File: config.mk
export PLATFORM = sky130hd
export DESIGN_NAME = uart_device_end_flat
export DESIGN_NICKNAME = d
export VERILOG_FILES = /design/src/logic/uart_baud_pkg.sv /design/src/logic/uart_ctl_if.sv /design/src/logic/uart_device_end.sv /design/src/logic/reload_counter.sv /design/src/flat_wrapper.sv
export VERILOG_INCLUDE_DIRS = /design/src /design/src/logic
export SDC_FILE = /design/constraint.sdc
export NUM_CORES = 1
export LEC_CHECK = 0
export ABC_AREA = 1
export BUFFER_PORTS_ARGS = -buffer_cell sky130_fd_sc_hd__buf_4
export CAP_MARGIN = 30
export CORE_AREA = 2 2 192 175
export DETAILED_ROUTE_END_ITERATION = 10
export DIE_AREA = 0 0 194 177
export PLACE_DENSITY_LB_ADDON = 0.12
export SLEW_MARGIN = 20
export SYNTH_ARGS = -nofsm -noshare
export SYNTH_HDL_FRONTEND = slang
export SYNTH_HIERARCHICAL = 1
export SYNTH_SLANG_ARGS = --single-unit
File: constraint.sdc
create_clock -name hclk -period 3.32 [get_ports hclk]
set_input_delay 0.332 -clock hclk [delete_from_list [all_inputs] [get_ports hclk]]
set_output_delay 0.332 -clock hclk [all_outputs]
set_load 0.01 [all_outputs]
File: src/logic/uart_baud_defines.svh
// Purpose: constants shared by both ends of the serial port control link
// Assumes: 250 MHz hclk, byte-wide device registers, AHB-Lite word map on the host end
// Notes: Behaviour list below, tags used at the implementing logic
//
// Behaviour
// - async bit rate is 16x clock over 16
// - 5-bit prescale code, half steps, zero stops
// - bit rate is 2*Fc/(16*N*P)
// - divisor field holds N-1, divide by N
// - sync mode final divide by two
// - async rates up to 15625k supported
// - low power entry: set tx empty, clear read-only
// - low power entry: tx shifter all ones
// - start bit wakes from halt or idle
// - software enables wake bit 3, falling edge
// - both length bits set: internal loopback
// - loopback uses nine bits, no parity
// - address-wait bit selects address-wait receive
// - ninth bit one means address
// - address-wait drops data, address sets full
// - address character clears address-wait bit
// - software re-arms address-wait or leaves clear
// - tx unaffected, ninth bit in/out registers
// - bit operation on rx status clears errors
// - break bit holds serial output low
// - 11-bit divisor, top bits in prescale register
// - prescale code zero is power down
// - tx and rx clock source chosen independently
`ifndef UART_BAUD_DEFINES_SVH
`define UART_BAUD_DEFINES_SVH

`define REG_MAIN 4'h0
`define REG_RXSTAT 4'h1
`define REG_IRQCTL 4'h2
`define REG_PRESCALE 4'h3
`define REG_BAUDLO 4'h4
`define REG_TXHOLD 4'h5
`define REG_RXHOLD 4'h6
`define REG_WAKEEN 4'h7
`define REG_WAKEEDG 4'h8

`define BYTE_RESET 8'h00
`define MAIN_RW_MASK 8'h3C
`define MAIN_TX_BUFFER_EMPTY_FLAG 0
`define MAIN_RX_BUFFER_FULL_FLAG 1
`define MAIN_TX9 2
`define MAIN_CHL_LO 3
`define MAIN_CHL_HI 4
`define MAIN_TWO_STOP 5
`define RXS_RX9 0
`define RXS_FRAME_ERR 1
`define RXS_OVERRUN 2
`define RXS_ADDRESS_WAIT_BIT 3
`define IRQ_RX_EN 0
`define IRQ_TX_EN 1
`define IRQ_SYNC 2
`define IRQ_BREAK 3
`define IRQ_TX_EXT 4
`define IRQ_RX_EXT 5
`define WAKE_RX_BIT 3

`define ASYNC_DIV_M1 4'hF
`define SYNC_DIV_M1 4'h1
`define ASYNC_HALF 4'h7
`define SYNC_HALF 4'h0
`define PRE_STEP 6'h02

`define HOST_CMD 8'h00
`define HOST_STATUS 8'h04
`define HOST_CTRL 8'h08
`define CMD_WRITE 16
`define CMD_BITOP 17
`define STAT_BUSY 8
`define STAT_WAKE 9

`endif

File: src/logic/uart_baud_pkg.sv
// Purpose: types shared by the serial port control ends
// Assumes: nothing beyond SystemVerilog
// Notes: constants live in the defines header
package uart_baud_pkg;
	typedef logic [3:0] reg_addr_t;
	typedef logic [7:0] reg_data_t;
	typedef enum logic [0:0] {TX_IDLE, TX_SHIFT} tx_state_t;
	typedef enum logic [1:0] {RX_IDLE, RX_START, RX_DATA, RX_STOP} rx_state_t;
endpackage

File: src/logic/uart_ctl_if.sv
// Purpose: register access and power link between controller and serial port
// Assumes: one clock, req answered by ack one cycle later
// Notes: no clocking block, testbench joins the ends here
`timescale 1ns/100ps
interface uart_ctl_if
(
	input wire logic hclk,
	input wire logic hresetn
);
	import uart_baud_pkg::*;
	logic req;
	logic wr;
	logic bitop;
	reg_addr_t addr;
	reg_data_t wdata;
	logic ack;
	reg_data_t rdata;
	logic sleep_enter;
	logic wake;

	modport device_end
	(
		input hclk, hresetn, req, wr, bitop, addr, wdata, sleep_enter,
		output ack, rdata, wake
	);
	modport host_end
	(
		input hclk, hresetn, ack, rdata, wake,
		output req, wr, bitop, addr, wdata, sleep_enter
	);
endinterface // uart_ctl_if

File: src/logic/uart_device_end.sv
// Purpose: baud generation, loopback, address-wait, break and low power of the serial port
// Assumes: inputs synchronous to hclk, registers reached over the control link
// Notes: parity and interrupt vectoring handled elsewhere
//
// The AHB-Lite register port and the placing of the registers are this design's own decisions.
`timescale 1ns/100ps
`include "uart_baud_defines.svh"
module uart_device_end
(
	uart_ctl_if.device_end link,
	input wire logic serial_input_pin,
	input wire logic external_serial_clock_pin,
	output logic serial_output_pin,
	output logic rx_irq,
	output logic tx_irq
);
	import uart_baud_pkg::*;

	uart_baud_pkg::reg_data_t serial_main_control_reg;
	uart_baud_pkg::reg_data_t serial_irq_control_reg;
	uart_baud_pkg::reg_data_t prescaler_select_reg;
	uart_baud_pkg::reg_data_t baud_div_lo;
	uart_baud_pkg::reg_data_t tx_holding_buffer;
	uart_baud_pkg::reg_data_t rx_holding_buffer;
	uart_baud_pkg::reg_data_t wake_enable_reg;
	uart_baud_pkg::reg_data_t wake_edge_reg;
	uart_baud_pkg::reg_data_t read_mux;
	logic tx_buffer_empty_flag;
	logic rx_buffer_full_flag;
	logic rx_ninth_bit;
	logic framing_err;
	logic overrun_err;
	logic address_wait_bit;
	logic wr_hit;
	logic rd_rx_holding_buffer;
	logic bitop_rxstat;
	logic [4:0] pre_code;
	logic [5:0] pre_acc;
	logic [5:0] pre_sum;
	logic [5:0] pre_thr;
	logic pre_tick;
	logic x16_tick;
	logic ext_prev;
	logic ext_rise;
	logic tx_src;
	logic rx_src;
	logic tx_bit_tick;
	logic [3:0] final_m1;
	logic [3:0] half_m1;
	logic [3:0] data_bits;
	logic [3:0] frame_m1;
	logic [11:0] frame;
	logic [11:0] tx_shift_register;
	logic [3:0] tx_cnt;
	logic tx_load;
	logic tx_line;
	logic loopback;
	logic rx_in;
	logic [8:0] rx_shift_register;
	logic [3:0] rx_ph;
	logic [3:0] rx_cnt;
	logic rx_stop_sample;
	logic rx_done;
	logic [7:0] rx_data;
	logic rx9;
	logic asleep;
	logic in_prev;
	tx_state_t tx_state;
	rx_state_t rx_state;

	assign wr_hit = link.req && link.wr;
	assign rd_rx_holding_buffer = link.req && !link.wr && link.addr == `REG_RXHOLD;
	assign bitop_rxstat = wr_hit && link.bitop && link.addr == `REG_RXSTAT;
	assign loopback = serial_main_control_reg[`MAIN_CHL_LO] && serial_main_control_reg[`MAIN_CHL_HI];

	// Software registers, read-only flags kept apart
	always_ff @(posedge link.hclk or negedge link.hresetn)
	begin
		if (!link.hresetn)
		begin
			serial_main_control_reg <= `BYTE_RESET;
			serial_irq_control_reg <= `BYTE_RESET;
			prescaler_select_reg <= `BYTE_RESET;
			baud_div_lo <= `BYTE_RESET;
			tx_holding_buffer <= `BYTE_RESET;
			wake_enable_reg <= `BYTE_RESET;
			wake_edge_reg <= `BYTE_RESET;
		end
		else if (wr_hit)
		begin
			unique case (link.addr)
				`REG_MAIN: serial_main_control_reg <= link.wdata & `MAIN_RW_MASK;
				`REG_IRQCTL: serial_irq_control_reg <= link.wdata;
				`REG_PRESCALE: prescaler_select_reg <= link.wdata;
				`REG_BAUDLO: baud_div_lo <= link.wdata;
				`REG_TXHOLD: tx_holding_buffer <= link.wdata;
				`REG_WAKEEN: wake_enable_reg <= link.wdata;
				`REG_WAKEEDG: wake_edge_reg <= link.wdata;
				default: ;
			endcase
		end
	end

	always_comb
	begin
		read_mux = `BYTE_RESET;
		unique case (link.addr)
			`REG_MAIN:
			begin
				read_mux = serial_main_control_reg;
				read_mux[`MAIN_TX_BUFFER_EMPTY_FLAG] = tx_buffer_empty_flag;
				read_mux[`MAIN_RX_BUFFER_FULL_FLAG] = rx_buffer_full_flag;
			end
			`REG_RXSTAT:
			begin
				read_mux[`RXS_RX9] = rx_ninth_bit;
				read_mux[`RXS_FRAME_ERR] = framing_err;
				read_mux[`RXS_OVERRUN] = overrun_err;
				read_mux[`RXS_ADDRESS_WAIT_BIT] = address_wait_bit;
			end
			`REG_IRQCTL: read_mux = serial_irq_control_reg;
			`REG_PRESCALE: read_mux = prescaler_select_reg;
			`REG_BAUDLO: read_mux = baud_div_lo;
			`REG_TXHOLD: read_mux = tx_holding_buffer;
			`REG_RXHOLD: read_mux = rx_holding_buffer;
			`REG_WAKEEN: read_mux = wake_enable_reg;
			`REG_WAKEEDG: read_mux = wake_edge_reg;
			default: read_mux = `BYTE_RESET;
		endcase
	end

	always_ff @(posedge link.hclk or negedge link.hresetn)
	begin
		if (!link.hresetn)
		begin
			link.ack <= 1'b0;
			link.rdata <= `BYTE_RESET;
		end
		else
		begin
			link.ack <= link.req;
			if (link.req && !link.wr)
				link.rdata <= read_mux;
		end
	end

	// Half-step prescaler: add two per clock, wrap at code+1
	assign pre_code = prescaler_select_reg[4:0];
	assign pre_thr = {1'b0, pre_code} + 6'h01;
	assign pre_sum = pre_acc + `PRE_STEP;

	always_ff @(posedge link.hclk or negedge link.hresetn)
	begin
		if (!link.hresetn)
		begin
			pre_acc <= 6'h00;
			pre_tick <= 1'b0;
		end
		else if (pre_code == 5'h00)
		begin
			pre_acc <= 6'h00;
			pre_tick <= 1'b0;
		end
		else if (pre_sum >= pre_thr)
		begin
			pre_acc <= pre_sum - pre_thr;
			pre_tick <= 1'b1;
		end
		else
		begin
			pre_acc <= pre_sum;
			pre_tick <= 1'b0;
		end
	end

	// Divide by N, field holds N-1
	reload_counter #(.WIDTH(11)) divisor_counter
	(
		.hclk(link.hclk),
		.hresetn(link.hresetn),
		.step(pre_tick),
		.stop(pre_code == 5'h00),
		.reload({prescaler_select_reg[7:5], baud_div_lo}),
		.tick(x16_tick)
	);

	always_ff @(posedge link.hclk or negedge link.hresetn)
	begin
		if (!link.hresetn)
			ext_prev <= 1'b0;
		else
			ext_prev <= external_serial_clock_pin;
	end

	assign ext_rise = external_serial_clock_pin && !ext_prev;
	assign tx_src = serial_irq_control_reg[`IRQ_TX_EXT] ? ext_rise : x16_tick;
	assign rx_src = serial_irq_control_reg[`IRQ_RX_EXT] ? ext_rise : x16_tick;
	assign final_m1 = serial_irq_control_reg[`IRQ_SYNC] ? `SYNC_DIV_M1 : `ASYNC_DIV_M1;
	assign half_m1 = serial_irq_control_reg[`IRQ_SYNC] ? `SYNC_HALF : `ASYNC_HALF;

	reload_counter #(.WIDTH(4)) tx_final_div
	(
		.hclk(link.hclk),
		.hresetn(link.hresetn),
		.step(tx_src),
		.stop(link.sleep_enter),
		.reload(final_m1),
		.tick(tx_bit_tick)
	);

	// Nine data bits whenever the high length bit is set, loopback included
	assign data_bits = serial_main_control_reg[`MAIN_CHL_HI] ? 4'h9 :
		(serial_main_control_reg[`MAIN_CHL_LO] ? 4'h7 : 4'h8);
	assign frame_m1 = data_bits + (serial_main_control_reg[`MAIN_TWO_STOP] ? 4'h2 : 4'h1);

	always_comb
	begin
		frame = 12'hFFF;
		frame[0] = 1'b0;
		unique case (data_bits)
			4'h7: frame[7:1] = tx_holding_buffer[6:0];
			4'h8: frame[8:1] = tx_holding_buffer;
			default: frame[9:1] = {serial_main_control_reg[`MAIN_TX9], tx_holding_buffer};
		endcase
	end

	assign tx_load = tx_state == TX_IDLE && !tx_buffer_empty_flag && tx_bit_tick && !link.sleep_enter;
	assign tx_line = tx_state == TX_SHIFT ? tx_shift_register[0] : 1'b1;

	always_ff @(posedge link.hclk or negedge link.hresetn)
	begin
		if (!link.hresetn)
		begin
			tx_state <= TX_IDLE;
			tx_shift_register <= 12'hFFF;
			tx_cnt <= 4'h0;
		end
		else if (link.sleep_enter)
		begin
			tx_state <= TX_IDLE;
			tx_shift_register <= 12'hFFF;
		end
		else if (tx_load)
		begin
			tx_state <= TX_SHIFT;
			tx_shift_register <= frame;
			tx_cnt <= frame_m1;
		end
		else if (tx_state == TX_SHIFT && tx_bit_tick)
		begin
			tx_shift_register <= {1'b1, tx_shift_register[11:1]};
			if (tx_cnt == 4'h0)
				tx_state <= TX_IDLE;
			else
				tx_cnt <= tx_cnt - 4'h1;
		end
	end

	// Hardware set wins over the software clear
	always_ff @(posedge link.hclk or negedge link.hresetn)
	begin
		if (!link.hresetn)
			tx_buffer_empty_flag <= 1'b1;
		else if (link.sleep_enter || tx_load)
			tx_buffer_empty_flag <= 1'b1;
		else if (wr_hit && link.addr == `REG_TXHOLD)
			tx_buffer_empty_flag <= 1'b0;
	end

	always_ff @(posedge link.hclk or negedge link.hresetn)
	begin
		if (!link.hresetn)
			serial_output_pin <= 1'b1;
		else if (serial_irq_control_reg[`IRQ_BREAK])
			serial_output_pin <= 1'b0;
		else
			serial_output_pin <= loopback ? 1'b1 : tx_line;
	end

	// Receiver
	assign rx_in = loopback ? tx_line : serial_input_pin;
	assign rx_stop_sample = rx_state == RX_STOP && rx_src && rx_ph == final_m1;
	assign rx9 = serial_main_control_reg[`MAIN_CHL_HI] && rx_shift_register[8];
	assign rx_done = rx_stop_sample && (!address_wait_bit || rx9);
	assign rx_data = serial_main_control_reg[`MAIN_CHL_HI] ? rx_shift_register[7:0] :
		(serial_main_control_reg[`MAIN_CHL_LO] ? {1'b0, rx_shift_register[8:2]} : rx_shift_register[8:1]);

	always_ff @(posedge link.hclk or negedge link.hresetn)
	begin
		if (!link.hresetn)
		begin
			rx_state <= RX_IDLE;
			rx_ph <= 4'h0;
			rx_cnt <= 4'h0;
			rx_shift_register <= 9'h000;
		end
		else if (link.sleep_enter)
			rx_state <= RX_IDLE;
		else
		begin
			unique case (rx_state)
				RX_IDLE:
				begin
					rx_ph <= 4'h0;
					if (!rx_in)
						rx_state <= RX_START;
				end
				RX_START:
				begin
					if (rx_src && rx_ph == half_m1)
					begin
						rx_ph <= 4'h0;
						rx_cnt <= 4'h0;
						rx_state <= rx_in ? RX_IDLE : RX_DATA;
					end
					else if (rx_src)
						rx_ph <= rx_ph + 4'h1;
				end
				RX_DATA:
				begin
					if (rx_src && rx_ph == final_m1)
					begin
						rx_ph <= 4'h0;
						rx_shift_register <= {rx_in, rx_shift_register[8:1]};
						if (rx_cnt == data_bits - 4'h1)
							rx_state <= RX_STOP;
						else
							rx_cnt <= rx_cnt + 4'h1;
					end
					else if (rx_src)
						rx_ph <= rx_ph + 4'h1;
				end
				RX_STOP:
				begin
					if (rx_stop_sample)
						rx_state <= RX_IDLE;
					else if (rx_src)
						rx_ph <= rx_ph + 4'h1;
				end
			endcase
		end
	end

	always_ff @(posedge link.hclk or negedge link.hresetn)
	begin
		if (!link.hresetn)
			rx_holding_buffer <= `BYTE_RESET;
		else if (rx_done && !link.sleep_enter)
			rx_holding_buffer <= rx_data;
	end

	always_ff @(posedge link.hclk or negedge link.hresetn)
	begin
		if (!link.hresetn)
		begin
			rx_buffer_full_flag <= 1'b0;
			rx_ninth_bit <= 1'b0;
		end
		else if (link.sleep_enter)
		begin
			rx_buffer_full_flag <= 1'b0;
			rx_ninth_bit <= 1'b0;
		end
		else if (rx_done)
		begin
			rx_buffer_full_flag <= 1'b1;
			rx_ninth_bit <= rx9;
		end
		else if (rd_rx_holding_buffer)
			rx_buffer_full_flag <= 1'b0;
	end

	always_ff @(posedge link.hclk or negedge link.hresetn)
	begin
		if (!link.hresetn)
		begin
			framing_err <= 1'b0;
			overrun_err <= 1'b0;
		end
		else if (link.sleep_enter)
		begin
			framing_err <= 1'b0;
			overrun_err <= 1'b0;
		end
		else if (rx_done)
		begin
			framing_err <= framing_err || !rx_in;
			overrun_err <= overrun_err || (rx_buffer_full_flag && !rd_rx_holding_buffer);
		end
		else if (bitop_rxstat)
		begin
			framing_err <= 1'b0;
			overrun_err <= 1'b0;
		end
	end

	// Software re-arm wins over the automatic clear
	always_ff @(posedge link.hclk or negedge link.hresetn)
	begin
		if (!link.hresetn)
			address_wait_bit <= 1'b0;
		else if (wr_hit && link.addr == `REG_RXSTAT)
			address_wait_bit <= link.wdata[`RXS_ADDRESS_WAIT_BIT];
		else if (rx_done && rx9)
			address_wait_bit <= 1'b0;
	end

	// Wake relies on software arming bit 3 for a falling edge
	always_ff @(posedge link.hclk or negedge link.hresetn)
	begin
		if (!link.hresetn)
		begin
			asleep <= 1'b0;
			in_prev <= 1'b1;
			link.wake <= 1'b0;
		end
		else
		begin
			in_prev <= serial_input_pin;
			link.wake <= 1'b0;
			if (link.sleep_enter)
				asleep <= 1'b1;
			else if (asleep && in_prev && !serial_input_pin && wake_enable_reg[`WAKE_RX_BIT]
				&& wake_edge_reg[`WAKE_RX_BIT])
			begin
				asleep <= 1'b0;
				link.wake <= 1'b1;
			end
		end
	end

	always_ff @(posedge link.hclk or negedge link.hresetn)
	begin
		if (!link.hresetn)
		begin
			rx_irq <= 1'b0;
			tx_irq <= 1'b0;
		end
		else
		begin
			rx_irq <= rx_buffer_full_flag && serial_irq_control_reg[`IRQ_RX_EN];
			tx_irq <= tx_buffer_empty_flag && serial_irq_control_reg[`IRQ_TX_EN];
		end
	end
endmodule // uart_device_end

File: src/logic/reload_counter.sv
// Purpose: down counter that reloads at zero and pulses once per reload
// Assumes: step is a one-cycle enable
// Notes: period is reload+1 steps
`timescale 1ns/100ps
module reload_counter
#(
	parameter int WIDTH = 11
)
(
	input wire logic hclk,
	input wire logic hresetn,
	input wire logic step,
	input wire logic stop,
	input wire logic [WIDTH-1:0] reload,
	output logic tick
);
	logic [WIDTH-1:0] count;

	always_ff @(posedge hclk or negedge hresetn)
	begin
		if (!hresetn)
		begin
			count <= '0;
			tick <= 1'b0;
		end
		else if (stop)
		begin
			count <= '0;
			tick <= 1'b0;
		end
		else if (step && count == '0)
		begin
			count <= reload;
			tick <= 1'b1;
		end
		else
		begin
			if (step)
				count <= count - 1'b1;
			tick <= 1'b0;
		end
	end
endmodule // reload_counter

File: src/flat_wrapper.sv
// flat-port wrapper written by rule: the top's interface ports become plain ports
module uart_device_end_flat import uart_baud_pkg::*;
  (serial_input_pin, external_serial_clock_pin, serial_output_pin, rx_irq, tx_irq, hclk, hresetn, link_req, link_wr, link_bitop, link_addr, link_wdata, link_sleep_enter, link_ack, link_rdata, link_wake);
  uart_ctl_if link_i (.hclk(hclk), .hresetn(hresetn));
  input wire logic serial_input_pin;
  input wire logic external_serial_clock_pin;
  output logic serial_output_pin;
  output logic rx_irq;
  output logic tx_irq;
  input wire logic hclk;
  input wire logic hresetn;
  input wire logic [$bits(link_i.req)-1:0] link_req;
  input wire logic [$bits(link_i.wr)-1:0] link_wr;
  input wire logic [$bits(link_i.bitop)-1:0] link_bitop;
  input wire logic [$bits(link_i.addr)-1:0] link_addr;
  input wire logic [$bits(link_i.wdata)-1:0] link_wdata;
  input wire logic [$bits(link_i.sleep_enter)-1:0] link_sleep_enter;
  output wire logic [$bits(link_i.ack)-1:0] link_ack;
  output wire logic [$bits(link_i.rdata)-1:0] link_rdata;
  output wire logic [$bits(link_i.wake)-1:0] link_wake;
  assign link_i.req = link_req;
  assign link_i.wr = link_wr;
  assign link_i.bitop = link_bitop;
  assign link_i.addr = link_addr;
  assign link_i.wdata = link_wdata;
  assign link_i.sleep_enter = link_sleep_enter;
  assign link_ack = link_i.ack;
  assign link_rdata = link_i.rdata;
  assign link_wake = link_i.wake;
  uart_device_end u_core (.link(link_i), .serial_input_pin(serial_input_pin), .external_serial_clock_pin(external_serial_clock_pin), .serial_output_pin(serial_output_pin), .rx_irq(rx_irq), .tx_irq(tx_irq));
endmodule
Word level (Yosys, flattened, before mapping)
Cells that the tools add are included.
- word-level logic and storage cells: 225
- bits in registers: 142
- bits of input ports: 20
- output and inout port bits: 13
- reductions and logical operators: 74
- multiplexer cells: 76
- eq/ne operators: 26
- $lt $le $gt $ge: 1
- $add $sub $neg: 10
- bitwise logic cells: 2
- operators by type and width (operator ; count):
    4-bit 2-to-1 mux ; 16
    1-bit 2-to-1 mux ; 36
    12-bit 2-to-1 mux ; 3
    4-bit one-hot mux with 9 select lines ; 1
    11-bit 2-to-1 mux ; 3
    4-bit one-hot mux with 8 select lines ; 1
    1-bit logical AND ; 30
    4-bit by 3-bit equality test with 1-bit output (second input constant) ; 5
    2-bit AND reduction ; 9
    3-bit nonzero test ; 6
    2-bit 2-to-1 mux ; 8
    8-bit 2-to-1 mux ; 2
    4-bit one-hot mux with 4 select lines ; 1
    4-bit equality test ; 3
    4-bit zero test ; 3
    6-bit 2-to-1 mux ; 2
    3-bit by 2-bit inequality test with 1-bit output (second input constant) ; 4
    2-bit nonzero test ; 6
    4-bit by 1-bit subtractor with 4-bit output (second input constant) ; 3
    11-bit zero test ; 1
    11-bit by 1-bit subtractor with 11-bit output (second input constant) ; 1
    5-bit AND reduction ; 2
    4-bit by 1-bit adder with 4-bit output (second input constant) ; 2
    4-bit by 2-bit equality test with 1-bit output (second input constant) ; 2
    22 further kinds ; 39

Depth between registers and ports, before layout
- depth after elaboration: 9
- depth in mapped cells: 14
- mapped depth without buffers: 11

By module
Netlist, hierarchy kept.
- modules (own cells, without submodules) (module ; cells an instance ; area each (um2) ; seq. area each (um2) ; instances):
    uart_device_end ; 801 ; 6662.6 ; 3094.2 ; 1
    reload_counter (u_core.divisor_counter) ; 145 ; 973.4 ; 300.3 ; 1
    reload_counter (u_core.tx_final_div) ; 47 ; 322.8 ; 125.1 ; 1

Worst setup path after synthesis
Ideal clock, no wire load.
- kind: register -> register
- from: register u_core.serial_main_control_reg[4]
- to: register u_core.rx_cnt[2]
- setup slack: 1.375 ns
- stages on the path, launching flop included: 14
- path buffers: 3
- setup time: 0.117 ns
- period minus slack after synthesis: 1.945 ns
- required time: 3.203 ns
- arrival: 1.829 ns
- cell sequence: dfrtp_1 > buf_4 > inv_2 > buf_6 > nand2_1 > buf_6 > ha_1 > xor2_1 > nand3_1 > a21oi_1 > nor2_2 > nand2_2 > nand2_1 > nand2_1
- cells in the longest elaborated chain, start to end: 5
- RTL lines (element ; line ; RTL):
    start, declared ; uart_device_end.sv:19 ; uart_baud_pkg::reg_data_t serial_main_control_reg;
    start signal, assigned ; uart_device_end.sv:81 ; serial_main_control_reg <= `BYTE_RESET;
    start signal, assigned ; uart_device_end.sv:92 ; `REG_MAIN: serial_main_control_reg <= link.wdata & `MAIN_RW_MASK;
    4-bit 2-to-1 mux ; uart_device_end.sv:212 ; assign data_bits = serial_main_control_reg[`MAIN_CHL_HI] ? 4'h9 :
    4-bit by 1-bit subtractor with 4-bit output ; uart_device_end.sv:325 ; if (rx_cnt == data_bits - 4'h1)
    4-bit equality test ; uart_device_end.sv:325 ;
    2-bit inequality test (no source line) ; - ;
    5-bit AND reduction (no source line) ; - ;
    end signal, assigned ; uart_device_end.sv:328 ; rx_cnt <= rx_cnt + 4'h1;
    end, declared ; uart_device_end.sv:61 ; logic [3:0] rx_cnt;
Every way passes these cells.
A chain may end at the register's enable or synchronous reset.

Worst setup path in the final report
Same ends and word-level chain as after synthesis.

==> results.ini <==
[outcome]
status = finished, final reports clean

[floorplanning]
start_util = 0.245
fp-row-count = 63
ioPinCount = 33
coreArea_um2 = 32500
dieWidth_um = 194
dieArea_um2 = 34300
die_y_um = 177

[clock_tree]
cts-root-buf = clkbuf_16
clk_latency_ns = 0.42
clock-sinks = 140
cts_htree_levels = 4
post_cts_buffers = 0
ctsResizeCount = 0
clk_pin_slew_ns = 0.06
clock_path_buffers = 2
cts_tree = done
cts_buffers = 17

[synthesis]
seq_area_frac_synth = 0.442
synth.cell_area_um2 = 7960
yosys_warnings = 6
synthTopCellsByArea = dfrtp_1 (40%), nand2_1 (13%), inv_1 (5.8%)
yosysUniqueCellTypes = 45
synth_flop_cell = dfrtp_1
postSynthCellCount = 993
synth_fp_nets = 1035
syn_area_per_cell_um2 = 8.01
netlist.area_leader.share = 0.399
synthTopCellsByCount = nand2_1 (285), dfrtp_1 (127), inv_1 (124), nand3_1 (66), o21ai_0 (64)
yosys.area.top_type = dfrtp_1
synth_most_common_cell = nand2_1
ys_seq_elements = 140
synth_edf_count = 0
synth-async-reset-ratio = 1.00

[global_routing]
antenna_found_initial = 0
gr-total-overflow = 0
grt_pass1_wl_um = 36900
grt_max_degree = 62
track_usage = 0.139
grt_pass1_vias = 6428

[setup_path]
timing.rr.start = u_core/serial_main_control_reg[4]
reg2reg_depth = 10
critPathKind = flop to flop
critPathLaunchType = flop
crit_required_ns = 3.64
cp_max_fo = 12
arrival_ns = 2.61
rr_endpoint = u_core/rx_cnt[2]
rrSetupSlack_ns = 1.03
endpoint_kind = flop

[cells_and_area]
antenna_cells = 0
fin_nets = 1068
top_regs = u_core/divisor_counter/count (11), u_core/tx_shift_register (10), u_core/rx_shift_register (9)
largest_register_ffs = 11
fillers = 3480
multi_input_area_um2 = 3720
drive_gt1_frac = 0.166
regMostFlops = u_core/divisor_counter/count
syn2layout_area_growth_pct = 15.8
register_area_um2 = 3520

[sta]
setup-tns-final_ns = 0
maxSlewHeadroom = 0.507
finalCritPeriodShare = 0.691
finalSetupViolations = 0
rsz0062_at_grt = false
timing.fmax_mhz = 436
skew_ns = 0.00985
slew_viol_final = 0
final_hold_viol_count = 0
hold_slack_ns = 0.0323
final.min_clock_period_ns = 2.29
worst_pin_slew_ns = 0.737

[detailed_routing]
drcViolationCount = 0
viasPerCell = 4.37
antenna_left = 0
detail_route.iter0.violations = 451
postRouteWirelength_um = 22600
wl_per_cell_um = 15.5
num_vias = 6378
dr.pass1.iters = 5

[placement]
hpwl_um = 16700
gp_congestion = 0.790
io_buffer_count = 32

[job]
drv_cap = 0

[hold_path]
min_from = link_req
hold_class = input port to flop
holdPathEnd = u_core/link.ack
holdPathStages = 1

[pwr]
p_per_area_nw_per_um2 = 673
power_w = 0.00620
leakage_nw = 4.42
vdd_ir_drop_max_mv = 0.306

## per-stage QoR
stage	cell area, µm²	utilization	instances	setup slack (ns)
2_1_floorplan	7960	-	993	1.37
3_3_place_gp	8570	0.264	1428	1.10
3_5_place_dp	8570	0.264	1428	1.04
4_1_cts	9220	0.284	1461	1.04
5_1_grt	9220	0.284	1461	0.805
6_report	9220	0.284	1461	1.03
## cell type report
cell class | instances | share of cell area
Timing Repair Buffer | 36 | 0.0314
Clock inverter | 6 | 0.00747
Inverter | 140 | 0.0573
Clock buffer | 26 | 0.0612
Tap cell | 422 | 0.0573
Sequential cell | 140 | 0.382
Multi-Input combinational cell | 691 | 0.403
## routing by layer
| layer | vias up | part of all wire | GRT usage |
|---|---|---|---|
| li1 | 3271 | - | - |
| met1 | 3005 | 0.53 | 0.203 |
| met2 | 82 | 0.43 | 0.208 |
| met3 | 20 | 0.033 | 0.0242 |
| met4 | 0 | 0.013 | 0.0391 |
| met5 | - | 0 | 0 |
## kinds of logic after synthesis
group / share of synthesized area
adder cells (fa/ha/maj): 0.0365
XOR/XNOR: 0.0198
AND/OR/NAND/NOR: 0.282
flip-flops: 0.442
AO/OA/AOI/OAI: 0.128
buffers and inverters: 0.0906
other: 0.000471
## cell usage in the layout, fill, tap and decap left out, types with 4 or more instances in the layout
master / synthesis / routed
nor2_2: 10 / 10
o21ai_0: 64 / 64
clkbuf_16: 0 / 21
o22ai_1: 15 / 15
o2111ai_1: 4 / 4
nand3_2: 9 / 9
o21ai_1: 24 / 24
xnor2_1: 6 / 6
o21ai_2: 26 / 26
nor2_1: 56 / 56
nand4_1: 9 / 9
nand2_2: 13 / 13
inv_1: 124 / 124
nor3_1: 4 / 4
dfstp_2: 13 / 13
buf_4: 3 / 33
xor2_1: 12 / 12
nand3b_1: 8 / 8
nand2_1: 285 / 285
inv_2: 15 / 15
a31oi_1: 4 / 4
nor2_4: 13 / 13
ha_1: 20 / 20
a21oi_1: 17 / 17
o221ai_1: 6 / 6
dfrtp_1: 127 / 127
nand3_1: 66 / 66
## how the worst max path moves through the flow
stage	cells past startpoint	slack [ns]	endpoint	startpoint
after floorplan	13	1.37	u_core/rx_cnt[2]	u_core/serial_main_control_reg[4]
after global placement	10	1.10	u_core/pre_acc[5]	u_core/prescaler_select_reg[2]
after detailed placement	10	1.04	u_core/rx_cnt[2]	u_core/serial_main_control_reg[4]
after CTS	10	1.04	u_core/rx_cnt[2]	u_core/serial_main_control_reg[4]
after global routing	10	0.80	u_core/rx_cnt[0]	u_core/serial_main_control_reg[4]
final	10	1.03	u_core/rx_cnt[2]	u_core/serial_main_control_reg[4]
## critical path: stages (launching register included)
cell	delay (ns)
dfrtp_1	0.46
inv_2	0.24
nand2_1	0.33
ha_1	0.42
xor2_1	0.15
nand3_1	0.12
a21oi_1	0.08
nor2_2	0.16
nand2_2	0.10
nand2_1	0.08
nand2_1	0.05
## power by group
| group | leakage (nW) | total, W | switching (W) | internal (W) |
|---|---|---|---|---|
| sequential | 1.75 | 0.00225 | 0.000253 | 0.00200 |
| combinational | 2.36 | 0.00192 | 0.00122 | 0.000698 |
| clock | 0.308 | 0.00203 | 0.000776 | 0.00126 |
## timing repair
item                       4_1_cts  5_1_grt
hold endpoints to repair        49        0
setup endpoints to repair        0        0
hold buffers                     1        0
Power figures use the tool's default switching activity.
